$ cat src/rtl/abort_cause_pkg.sv
// Package of offsets, fields, reset values and states for the abort logic.
package abort_cause_pkg;

  // Register byte addresses on the Avalon bus.
  localparam logic [31:0] SDA_HOLD_OFF   = 32'h5000_157c;
  localparam logic [31:0] ABORT_CAUSE_OFF = 32'h5000_1580;
  localparam logic [31:0] CTRL_CFG_OFF   = 32'h5000_15f0;
  localparam logic [31:0] ABORT_CLR_OFF  = 32'h5000_15f4;
  localparam logic [31:0] ACTIVITY_OFF   = 32'h5000_15f8;

  // Reset values.
  localparam logic [15:0] SDA_HOLD_RST = 16'h0001;
  localparam logic [15:0] ABORT_RST    = 16'h0000;
  localparam logic [5:0]  CFG_RST      = 6'h03;

  // Abort cause flag positions.
  localparam int SLAVE_READ_CMD_MISUSE      = 15;
  localparam int SLAVE_BUS_LOST             = 14;
  localparam int SLAVE_STALE_FIFO_FLUSH     = 13;
  localparam int ARBITRATION_LOST_FLAG      = 12;
  localparam int MASTER_DISABLED_ATTEMPT    = 11;
  localparam int TENBIT_READ_NO_REPEAT      = 10;
  localparam int STARTBYTE_NO_REPEAT        = 9;
  localparam int HIGHSPEED_NO_REPEAT        = 8;
  localparam int STARTBYTE_ACKED            = 7;
  localparam int HIGHSPEED_CODE_ACKED       = 6;
  localparam int GCALL_FOLLOWED_BY_READ     = 5;
  localparam int GCALL_UNACKED              = 4;
  localparam int DATA_BYTE_UNACKED          = 3;
  localparam int TENBIT_SECOND_BYTE_UNACKED = 2;
  localparam int TENBIT_FIRST_BYTE_UNACKED  = 1;
  localparam int SEVENBIT_ADDR_UNACKED      = 0;

  // Configuration register field positions.
  localparam int CFG_MASTER_ENABLE   = 0;
  localparam int CFG_REPEAT_START    = 1;
  localparam int CFG_TENBIT_MODE     = 2;
  localparam int CFG_HIGHSPEED_MODE  = 3;
  localparam int CFG_BYTE_SELECT_A   = 4;
  localparam int CFG_GCALL_OR_SBYTE  = 5;

  // Activity register field positions.
  localparam int ACT_MASTER = 0;
  localparam int ACT_SLAVE  = 1;

  typedef enum logic [2:0] {
    M_IDLE   = 3'b000,
    M_HSCODE = 3'b001,
    M_SBYTE  = 3'b010,
    M_GCALL  = 3'b011,
    M_ADDR7  = 3'b100,
    M_ADDR1  = 3'b101,
    M_ADDR2  = 3'b110,
    M_DATA   = 3'b111
  } mst_state_e;

  typedef enum logic [1:0] {
    S_IDLE = 2'b00,
    S_TX   = 2'b01,
    S_GCD  = 2'b10
  } slv_state_e;

endpackage : abort_cause_pkg

$ cat src/rtl/i2c_tx_abort_cause_logic.sv
// Transmit abort cause logic with SDA hold register and Avalon-MM slave.
//
// Our own choice: the Avalon-MM register port.
`timescale 1ns/1ps

module i2c_tx_abort_cause_logic (
  // Clock and reset
  input  wire logic        CLK_I,
  input  wire logic        RST_B_I,
  // Avalon-MM slave
  input  wire logic [31:0] AVS_ADDRESS_I,
  input  wire logic        AVS_READ_I,
  input  wire logic        AVS_WRITE_I,
  input  wire logic [31:0] AVS_WRITEDATA_I,
  input  wire logic [3:0]  AVS_BYTEENABLE_I,
  output logic [31:0]      AVS_READDATA_O,
  output logic             AVS_WAITREQUEST_O,
  // Bus pins, asynchronous
  input  wire logic        SCL_I,
  input  wire logic        SDA_I,
  // Data command port strobe from the controller core
  input  wire logic        CMD_WR_I,
  input  wire logic        CMD_READ_I,
  input  wire logic        CMD_BIT9_I,
  // Master side events
  input  wire logic        MST_ACK_STB_I,
  input  wire logic        MST_ACKED_I,
  input  wire logic        MST_ARBITRATION_LOST_FLAG_I,
  input  wire logic        MST_STOP_I,
  // Slave side events
  input  wire logic        SLV_RD_REQ_I,
  input  wire logic        TXF_NOT_EMPTY_I,
  input  wire logic        SLV_TX_BIT_EN_I,
  input  wire logic        SLV_TX_BIT_I,
  input  wire logic        SLV_TX_DONE_I,
  // Results
  output logic             TRANSMIT_ABORT_EVENT_O,
  output logic             TXF_FLUSH_O,
  output logic [15:0]      SDA_HOLD_COUNT_O
);
  import abort_cause_pkg::*;

  typedef struct packed {
    logic [15:0] flags;
    logic [15:0] hold;
    logic [5:0]  cfg;
    mst_state_e  mst;
    slv_state_e  slv;
    logic        sbyte_pend;
    logic        scl_s1;
    logic        scl_s2;
    logic        scl_prev;
    logic        sda_s1;
    logic        sda_s2;
    logic        ack;
    logic        flush;
    logic [31:0] rdata;
  } state_s;

  state_s st_ff;
  state_s nxt_st;

  ////////////////////////////////////////////////////////////////////////////

  function automatic logic hit(input logic [31:0] addr,
                               input logic [31:0] off);
    hit = (addr == off);
  endfunction : hit

  // Low byte lanes written under byte enables; upper lanes are not stored.
  function automatic logic [15:0] merge16(input logic [15:0] old,
                                          input logic [31:0] wd,
                                          input logic [3:0]  be);
    merge16 = old;
    if (be[0]) begin
      merge16[7:0] = wd[7:0];
    end
    if (be[1]) begin
      merge16[15:8] = wd[15:8];
    end
  endfunction : merge16

  ////////////////////////////////////////////////////////////////////////////

  logic        req;
  logic        wr_go;
  logic        scl_rise;
  logic        sbyte_cause;
  logic [15:0] set;
  logic [15:0] clr;

  // One wait state per access; the answer lands on the second edge.
  assign req               = AVS_READ_I | AVS_WRITE_I;
  assign AVS_WAITREQUEST_O = req & ~st_ff.ack;
  assign AVS_READDATA_O    = st_ff.rdata;
  assign wr_go             = AVS_WRITE_I & st_ff.ack;

  assign scl_rise = st_ff.scl_s2 & ~st_ff.scl_prev;
  assign sbyte_cause = ~st_ff.cfg[CFG_REPEAT_START]
                     & st_ff.cfg[CFG_BYTE_SELECT_A]
                     & st_ff.cfg[CFG_GCALL_OR_SBYTE];

  always_comb begin
    nxt_st = st_ff;
    set    = '0;
    clr    = '0;

    // Pin synchronisers and SCL edge history.
    nxt_st.scl_s1   = SCL_I;
    nxt_st.scl_s2   = st_ff.scl_s1;
    nxt_st.scl_prev = st_ff.scl_s2;
    nxt_st.sda_s1   = SDA_I;
    nxt_st.sda_s2   = st_ff.sda_s1;

    // Bus slave.
    nxt_st.ack = req & ~st_ff.ack;
    if (req & ~st_ff.ack & AVS_READ_I) begin
      nxt_st.rdata = '0;
      if (hit(AVS_ADDRESS_I, SDA_HOLD_OFF)) begin
        nxt_st.rdata[15:0] = st_ff.hold;
      end else if (hit(AVS_ADDRESS_I, ABORT_CAUSE_OFF)) begin
        nxt_st.rdata[15:0] = st_ff.flags;
      end else if (hit(AVS_ADDRESS_I, CTRL_CFG_OFF)) begin
        nxt_st.rdata[5:0] = st_ff.cfg;
      end else if (hit(AVS_ADDRESS_I, ACTIVITY_OFF)) begin
        nxt_st.rdata[ACT_MASTER] = (st_ff.mst != M_IDLE);
        nxt_st.rdata[ACT_SLAVE]  = (st_ff.slv != S_IDLE);
      end
    end
    if (wr_go) begin
      if (hit(AVS_ADDRESS_I, SDA_HOLD_OFF)) begin
        nxt_st.hold = merge16(st_ff.hold, AVS_WRITEDATA_I, AVS_BYTEENABLE_I);
      end else if (hit(AVS_ADDRESS_I, CTRL_CFG_OFF)) begin
        if (AVS_BYTEENABLE_I[0]) begin
          nxt_st.cfg = AVS_WRITEDATA_I[5:0];
        end
      end else if (hit(AVS_ADDRESS_I, ABORT_CLR_OFF)) begin
        clr = '1;
      end
    end

    // Master state machine.
    nxt_st.flush = 1'b0;
    case (st_ff.mst)
      M_IDLE: begin
        if (CMD_WR_I) begin
          if (~st_ff.cfg[CFG_MASTER_ENABLE]) begin
            set[MASTER_DISABLED_ATTEMPT] = 1'b1;
          end else if (sbyte_cause) begin
            set[STARTBYTE_NO_REPEAT] = 1'b1;
          end else if (~st_ff.cfg[CFG_REPEAT_START]
                       & st_ff.cfg[CFG_HIGHSPEED_MODE]) begin
            set[HIGHSPEED_NO_REPEAT] = 1'b1;
          end else if (~st_ff.cfg[CFG_REPEAT_START]
                       & st_ff.cfg[CFG_TENBIT_MODE] & CMD_READ_I) begin
            set[TENBIT_READ_NO_REPEAT] = 1'b1;
          end else if (st_ff.cfg[CFG_HIGHSPEED_MODE]) begin
            nxt_st.mst = M_HSCODE;
          end else if (st_ff.cfg[CFG_BYTE_SELECT_A]) begin
            nxt_st.mst = st_ff.cfg[CFG_GCALL_OR_SBYTE] ? M_SBYTE : M_GCALL;
          end else begin
            nxt_st.mst = st_ff.cfg[CFG_TENBIT_MODE] ? M_ADDR1 : M_ADDR7;
          end
        end
      end
      M_HSCODE: begin
        if (MST_ACK_STB_I) begin
          if (MST_ACKED_I) begin
            set[HIGHSPEED_CODE_ACKED] = 1'b1;
          end else begin
            nxt_st.mst = st_ff.cfg[CFG_TENBIT_MODE] ? M_ADDR1 : M_ADDR7;
          end
        end
      end
      M_SBYTE: begin
        if (MST_ACK_STB_I) begin
          if (MST_ACKED_I) begin
            set[STARTBYTE_ACKED] = 1'b1;
          end else begin
            nxt_st.mst = st_ff.cfg[CFG_TENBIT_MODE] ? M_ADDR1 : M_ADDR7;
          end
        end
      end
      M_GCALL: begin
        if (MST_ACK_STB_I) begin
          if (MST_ACKED_I) begin
            nxt_st.mst = M_DATA;
          end else begin
            set[GCALL_UNACKED] = 1'b1;
          end
        end
      end
      M_ADDR7: begin
        if (MST_ACK_STB_I) begin
          if (MST_ACKED_I) begin
            nxt_st.mst = M_DATA;
          end else begin
            set[SEVENBIT_ADDR_UNACKED] = 1'b1;
          end
        end
      end
      M_ADDR1: begin
        if (MST_ACK_STB_I) begin
          if (MST_ACKED_I) begin
            nxt_st.mst = M_ADDR2;
          end else begin
            set[TENBIT_FIRST_BYTE_UNACKED] = 1'b1;
          end
        end
      end
      M_ADDR2: begin
        if (MST_ACK_STB_I) begin
          if (MST_ACKED_I) begin
            nxt_st.mst = M_DATA;
          end else begin
            set[TENBIT_SECOND_BYTE_UNACKED] = 1'b1;
          end
        end
      end
      M_DATA: begin
        if (MST_ACK_STB_I & ~MST_ACKED_I) begin
          set[DATA_BYTE_UNACKED] = 1'b1;
        end else if (MST_STOP_I) begin
          nxt_st.mst = M_IDLE;
        end
      end
      default: begin
        nxt_st.mst = M_IDLE;
      end
    endcase

    // A general call is recognised through the data phase from CFG_BYTE_SELECT_A set
    // and CFG_GCALL_OR_SBYTE clear while the master is in M_DATA; S_GCD is never entered.
    if (st_ff.mst == M_GCALL && MST_ACK_STB_I && MST_ACKED_I) begin
      nxt_st.sbyte_pend = st_ff.sbyte_pend;
    end
    if ((st_ff.mst == M_GCALL || (st_ff.mst == M_DATA && st_ff.cfg[
         CFG_BYTE_SELECT_A] && ~st_ff.cfg[CFG_GCALL_OR_SBYTE]))
        && CMD_WR_I && CMD_BIT9_I) begin
      set[GCALL_FOLLOWED_BY_READ] = 1'b1;
    end

    if (MST_ARBITRATION_LOST_FLAG_I && st_ff.mst != M_IDLE) begin
      set[ARBITRATION_LOST_FLAG] = 1'b1;
    end

    // Any master cause ends the transfer.
    if (|set) begin
      nxt_st.mst = M_IDLE;
    end

    // Slave state machine, independent of the master one.
    case (st_ff.slv)
      S_IDLE: begin
        if (SLV_RD_REQ_I) begin
          nxt_st.slv = S_TX;
          if (TXF_NOT_EMPTY_I) begin
            set[SLAVE_STALE_FIFO_FLUSH] = 1'b1;
            nxt_st.flush = 1'b1;
          end
        end
      end
      S_TX, S_GCD: begin
        if (CMD_WR_I && CMD_READ_I) begin
          set[SLAVE_READ_CMD_MISUSE] = 1'b1;
        end
        if (scl_rise && SLV_TX_BIT_EN_I
            && (st_ff.sda_s2 != SLV_TX_BIT_I)) begin
          set[SLAVE_BUS_LOST]        = 1'b1;
          set[ARBITRATION_LOST_FLAG] = 1'b1;
          nxt_st.slv = S_IDLE;
        end else if (SLV_TX_DONE_I) begin
          nxt_st.slv = S_IDLE;
        end
      end
      default: begin
        nxt_st.slv = S_IDLE;
      end
    endcase

    // The start byte cause is remembered so that clearing flag 9 without
    // fixing it brings the flag back one cycle later.
    if (set[STARTBYTE_NO_REPEAT]) begin
      nxt_st.sbyte_pend = 1'b1;
    end else if (~sbyte_cause) begin
      nxt_st.sbyte_pend = 1'b0;
    end
    if (st_ff.sbyte_pend && sbyte_cause && ~st_ff.flags[STARTBYTE_NO_REPEAT])
    begin
      set[STARTBYTE_NO_REPEAT] = 1'b1;
    end

    // Set wins over a clear in the same cycle.
    nxt_st.flags = (st_ff.flags & ~clr) | set;
  end

  always_ff @(posedge CLK_I or negedge RST_B_I) begin
    if (!RST_B_I) begin
      st_ff            <= '0;
      st_ff.flags      <= ABORT_RST;
      st_ff.hold       <= SDA_HOLD_RST;
      st_ff.cfg        <= CFG_RST;
      st_ff.mst        <= M_IDLE;
      st_ff.slv        <= S_IDLE;
      st_ff.scl_s1     <= 1'b1;
      st_ff.scl_s2     <= 1'b1;
      st_ff.scl_prev   <= 1'b1;
      st_ff.sda_s1     <= 1'b1;
      st_ff.sda_s2     <= 1'b1;
    end else begin
      st_ff <= nxt_st;
    end
  end

  assign TRANSMIT_ABORT_EVENT_O = |st_ff.flags;
  assign TXF_FLUSH_O            = st_ff.flush;
  assign SDA_HOLD_COUNT_O       = st_ff.hold;

endmodule : i2c_tx_abort_cause_logic

$ cat config.mk
export PLATFORM = sky130hd
export DESIGN_NAME = i2c_tx_abort_cause_logic
export DESIGN_NICKNAME = d
export VERILOG_FILES = /design/src/rtl/abort_cause_pkg.sv /design/src/rtl/i2c_tx_abort_cause_logic.sv
export SDC_FILE = /design/constraint.sdc
export NUM_CORES = 1
export LEC_CHECK = 0
export ABC_AREA = 1
export BUFFER_PORTS_ARGS = -buffer_cell sky130_fd_sc_hd__buf_2
export CORE_MARGIN = 2
export CORE_UTILIZATION = 47
export CTS_CLUSTER_SIZE = 25
export DETAILED_ROUTE_END_ITERATION = 6
export PLACE_DENSITY = 0.76
export SLEW_MARGIN = 10
export SYNTH_ARGS = -nofsm -noshare
export SYNTH_HDL_FRONTEND = slang
export SYNTH_SLANG_ARGS = --single-unit
$ cat constraint.sdc
create_clock -name CLK_I -period 3.08 [get_ports CLK_I]
set_clock_uncertainty 0.05 [all_clocks]
set_input_delay 0 -clock CLK_I [delete_from_list [all_inputs] [get_ports CLK_I]]
set_output_delay 0 -clock CLK_I [all_outputs]
set_load 0.005 [all_outputs]
* Yosys cells after proc, flatten, opt, wreduce, memory -nomap -nowiden
Cells that the tools add are included.
Word-level totals: register bits 67, bits of input ports 86, output and inout bits 51, logic and storage cells 160
Cells by class: eq/ne operators 31, multiplexer cells 68, bitwise gates (word level) 21, reductions and logical operators 25
Operator list (number):
- 32-bit by 31-bit == test with 1-bit output, second input constant | 5
- 16-bit 2-to-1 mux | 5
- 3-bit 2-to-1 mux | 17
- 1-bit 2-to-1 mux | 33
- 3-bit != test, second input constant | 8
- 16-bit bitwise AND | 1
- 16-bit inverter | 1
- 16-bit bitwise OR | 1
- 16-bit OR reduction | 1
- 3-bit case mux with 5 select lines | 1
- 13-bit AND reduction | 1
- 13-bit OR reduction | 1
- 3-bit == test, second input constant | 4
- 2-bit 2-to-1 mux | 6
- 4-bit 2-to-1 mux | 3
- 1-bit bitwise AND | 10
- 1-bit logical AND | 10
- 10-bit 2-to-1 mux | 1
- 3-bit by 1-bit != test with 1-bit output, second input constant | 3
- 3-bit by 2-bit != test with 1-bit output, second input constant | 3
- 1-bit inverter | 7
- 3-bit by 2-bit == test with 1-bit output, second input constant | 2
- 6-bit 2-to-1 mux | 1
- 3-bit AND reduction | 2
- 17 further kinds | 18

* Depth between registers and ports, before layout
depth in word-level cells 12, gate-level depth with buffers 11, depth with buffers taken out 10

* Worst setup path after synthesis
OpenSTA, ideal clock, no wires.
path kind register -> register, from reg st_ff[42] in the netlist's numbering, to reg st_ff[42] in the netlist's numbering, setup time 66 ps, data arrival time 1310 ps, data required time 2964 ps, path slack 1655 ps, stages on the path, launching flop included 11, path buffers 1, period minus slack after synthesis 1425 ps, cells stage by stage dfrtp_1 -> buf_2 -> inv_2 -> nand3_2 -> inv_2 -> nor2_1 -> nor2_1 -> nand3_1 -> nor2_2 -> nand3_1 -> nand2_1
Between the ends: longest elaborated chain between the ends 10, elaborated cells between the ends (all ways) 44, classes of those cells eq/ne: 20; mux: 12; reduce/logical: 12
RTL lines:
- from (decl) | line i2c_tx_abort_cause_logic.sv:60 | state_s st_ff;
- from (signal assigned) | line i2c_tx_abort_cause_logic.sv:311 | st_ff <= nxt_st;
- 3-bit == test | line i2c_tx_abort_cause_logic.sv:144, i2c_tx_abort_cause_logic.sv:237
- 1-bit logical AND | line i2c_tx_abort_cause_logic.sv:237 | if ((st_ff.mst == M_GCALL || (st_ff.mst == M_DATA && st_ff.cfg[
- 1-bit logical AND | line i2c_tx_abort_cause_logic.sv:238 | CFG_BYTE_SELECT_A] && ~st_ff.cfg[CFG_GCALL_OR_SBYTE]))
- 1-bit logical OR | line i2c_tx_abort_cause_logic.sv:237
- 1-bit logical AND (2 in a row) | line i2c_tx_abort_cause_logic.sv:239 | && CMD_WR_I && CMD_BIT9_I) begin
- 1-bit 2-to-1 mux | line i2c_tx_abort_cause_logic.sv:237
- 13-bit OR reduction | line i2c_tx_abort_cause_logic.sv:248 | if (|set) begin
- 3-bit by 2-bit != test with 1-bit output (no source line), or another cell as far along
- 13-bit AND reduction (no source line)
Several ways; a longest one is shown, not always the timed one. A chain may end at the register's enable or synchronous reset.

* Final worst setup path
from in AVS_READ_I, to reg st_ff, in the netlist AVS_READDATA_O[4]
Between the ends: longest elaborated chain between the ends 3
RTL lines:
- from (decl) | line i2c_tx_abort_cause_logic.sv:12 | input wire logic AVS_READ_I,
- 1-bit bitwise OR | line i2c_tx_abort_cause_logic.sv:93 | assign req = AVS_READ_I | AVS_WRITE_I;
- 1-bit bitwise AND | line i2c_tx_abort_cause_logic.sv:117 | if (req & ~st_ff.ack & AVS_READ_I) begin
- 1-bit bitwise AND (*) | line i2c_tx_abort_cause_logic.sv:117
Mark *: on every way between the ends. The rest lies on a longest branch, timed or not.

==> run summary <==
Outcome: finished clean
Final hold slack: 0.0132 ns
RSZ-0062 raised after global routing: false
Relative slew slack: 60.4%
Most frequent cells in the layout: nand2_1 (201), buf_2 (102), inv_1 (60), dfrtp_1 (58), nor2_1 (42)
CORE AREA: 8180 sq um
Final ANT Viol Nets: 0
Seq pwr share: 50.5%
Core Util, Final: 57.5%
GRT Overall Usage: 20.9%
Leak: 2.73 nW
Final #Nets: 728
Root buf cell: clkbuf_8
Cell accounting for the most synthesized area: dfrtp_1
Via count: 3606
Antenna violations before repair: 0
TritonCTS clock tree: built
Critical Path Slowest Stage Cell: dlygate4sd3_1
Synth warn: 0
Async set or reset register ratio after synthesis: 100%
Die Y: 95.6 um
Dpl cells: 707
Final wirelength: 9.33 mm
Seq/Total Area, Yosys: 42.1%
Ranking of synthesized cells by area: dfrtp_1 (37%), nand2_1 (19%), buf_4 (9.5%), inv_1 (5.7%), dfstp_2 (5.3%)
Num Clock Sinks: 66
Clock latency on the worst-skew pair: 0.34 ns
Syn avg cell area: 7.28 sq um
Fmax: 419 MHz
RePlAce Congestion: 0.896
Initial Util: 48.3%
Pre-antenna DRT Iters: 5
Yosys top cell area share: 36.8%
TritonCTS buffer count: 9
Residual DRC: 0
Ports: 137
Int Pwr: 1.36 mW
First-pass GRT wire length: 14.8 mm
Initial drt markers: 184
Die W: 95.6 um
Post-synth cell types: 36
Power Dens Cells: 378 nW/um^2
Type of the most critical hold path: primary input to flop
Worst Setup Path Type: primary input to flop
#FFs+latches synth: 66
GRT overflow: 0
Critical path arrival: 2.61 ns
Dpl hpwl: 7.03 mm
Logic gate share of total power: 9.8%
Net Sw Power: 420 uW
Hold Crit Start: MST_ACK_STB_I
Crit. Startpoint: AVS_READ_I
Slew Limit Fails: 0
Net Sw Frac: 23.6%
Clock buffer depth: 2
Final Critical Period: 2.38 ns
Number of flops mapped to enable cells by yosys: 0
Die area: 9150 sq um
Final period utilization: 77.4%
Clock Power Share: 39.7%
Cell Count, Final, Fillers Out: 752
Port Buffers: 102
Largest stage delay, worst path: 0.55 ns
Vias/cell: 4.80
Layout area overhead: 19.1%
Number of global-route vias before repair: 3337
Maxcap violations: 0
Worst vdd ir: 0.000185 V
Hold Fails Final Rpt: 0
Setup crit start kind: primary input
Largest net degree at the start of global routing: 46
Final TNS setup: 0 ns
Syn Inst Count: 542
CP required: 3.30 ns
N_diodes: 0
Crit Path Max Fanout: 17
R2r startpoint: st_ff[33]$_DFF_PN0_
Cells along the critical path: dlygate4sd3_1 -> buf_2 -> nor2_1 -> dlygate4sd3_1 -> nor2_1 -> nand2_1 -> inv_1 -> o21ai_0 -> inv_1 -> nand2_1 -> nand2_1
Layout cells sized above 1: 24.9%
Commonest non-fill, non-tap cell in the layout: nand2_1
Register clock-pin slew on the reported worst setup and hold paths: 0.06 ns
Mapped Area: 3950 sq um
Final setup viols: 0
Std-Cell Rows: 33
Ys flop type: dfrtp_1
H-Tree Depth: 3
DR WL/cell: 12.4 um
CP Capture Type: flop
Worst-Margin Slew: 0.593 ns
CP most frequent cell: nand2_1
[metrics by stage]
step                cell area (sq um)  worst slack (ns)  total power, mW
floorplan                        4000              1.65            0.989
global placement                 4220              1.25             1.05
detailed placement               4220              1.18             1.06
CTS                              4700             0.683             1.79
global route                     4700             0.501             1.85
finish                           4700             0.696             1.78
[synthesized netlist by cell type, types with 2 or more instances]
| cell | number |
|---|---|
| nand2_1 | 201 |
| inv_1 | 60 |
| dfrtp_1 | 58 |
| buf_4 | 50 |
| nor2_1 | 42 |
| nand3_1 | 36 |
| o21ai_2 | 14 |
| o21ai_0 | 9 |
| dfstp_2 | 8 |
| o21ai_1 | 8 |
| inv_2 | 6 |
| nand2_2 | 5 |
| nor2_2 | 5 |
| nor4_1 | 5 |
| nand3b_1 | 4 |
| nand4_1 | 4 |
| buf_2 | 3 |
| buf_6 | 3 |
| a21oi_1 | 2 |
| nor3_2 | 2 |
| o41ai_1 | 2 |
[area by class of cell]
class / count / area [sq um]
timing repair buffer: 132 / 808
inverter: 66 / 248
clock inverter: 3 / 40.0
fill: 775 / 3470
clock buffer: 13 / 149
multi-input combinational: 367 / 1660
sequential: 66 / 1660
tap: 105 / 131
[critical path: cells and delay by family]
family	cells	cell delay (ns)
buf+inv	5	1.75
simple gates	5	0.68
compound gates	1	0.17
[sequential cells by signal, indices dropped and copies added (netlist names)]
register          count
st_ff                30
AVS_READDATA_O       16
SDA_HOLD_COUNT_O     16
nxt_st                3
TXF_FLUSH_O           1
[worst paths after layout]
check	endpoint	slack (ns)	cells after the start
setup reg to reg	AVS_READDATA_O[4]$_DFFE_PN0P_	1.18	7
setup / recovery	AVS_READDATA_O[4]$_DFFE_PN0P_	0.70	11
hold / removal	st_ff[71]$_DFF_PN0_	0.01	5
hold reg to reg	nxt_st[36]$_DFF_PN1_	0.31	0
max in group asynchronous	st_ff[46]$_DFFE_PN1P_	1.96	3
min in group asynchronous	SDA_HOLD_COUNT_O[13]$_DFFE_PN0P_	0.09	2
[power groups by stage]
stage | Clock (mW) | Combinational (mW) | Sequential (mW)
finish | 0.706 | 0.175 | 0.898
global route | 0.751 | 0.198 | 0.899
CTS | 0.721 | 0.175 | 0.897
detailed placement | 0 | 0.147 | 0.914
global placement | 0 | 0.141 | 0.912
floorplan | 0 | 0.0799 | 0.909
[timing repair]
| action | CTS | global route |
|---|---|---|
| buffers inserted | 0 | 0 |
| hold buffers | 29 | 0 |
| resized for setup | 0 | 0 |
| hold endpoints to repair | 55 | 0 |
| setup endpoints to repair | 0 | 0 |
[layer usage]
layer	GRT usage, %	wire length, um	part of all wire [%]	vias up
li1	-	-	-	1819
met1	27.4	4040	43	1656
met2	35.2	4590	49	115
met3	3.00	528	5.7	16
met4	7.50	171	1.8	0
met5	0	0	0	-
[cells by family after synthesis]
kind of cell,count (synthesis),synth area share [%]
mux,1,0.285
compound gates,39,6.69
xor+xnor,1,0.222
other cells,1,0.0950
buf+inv,124,17.2
flops,66,42.1
simple gates,310,33.4
Power figures use the tool's default switching activity.
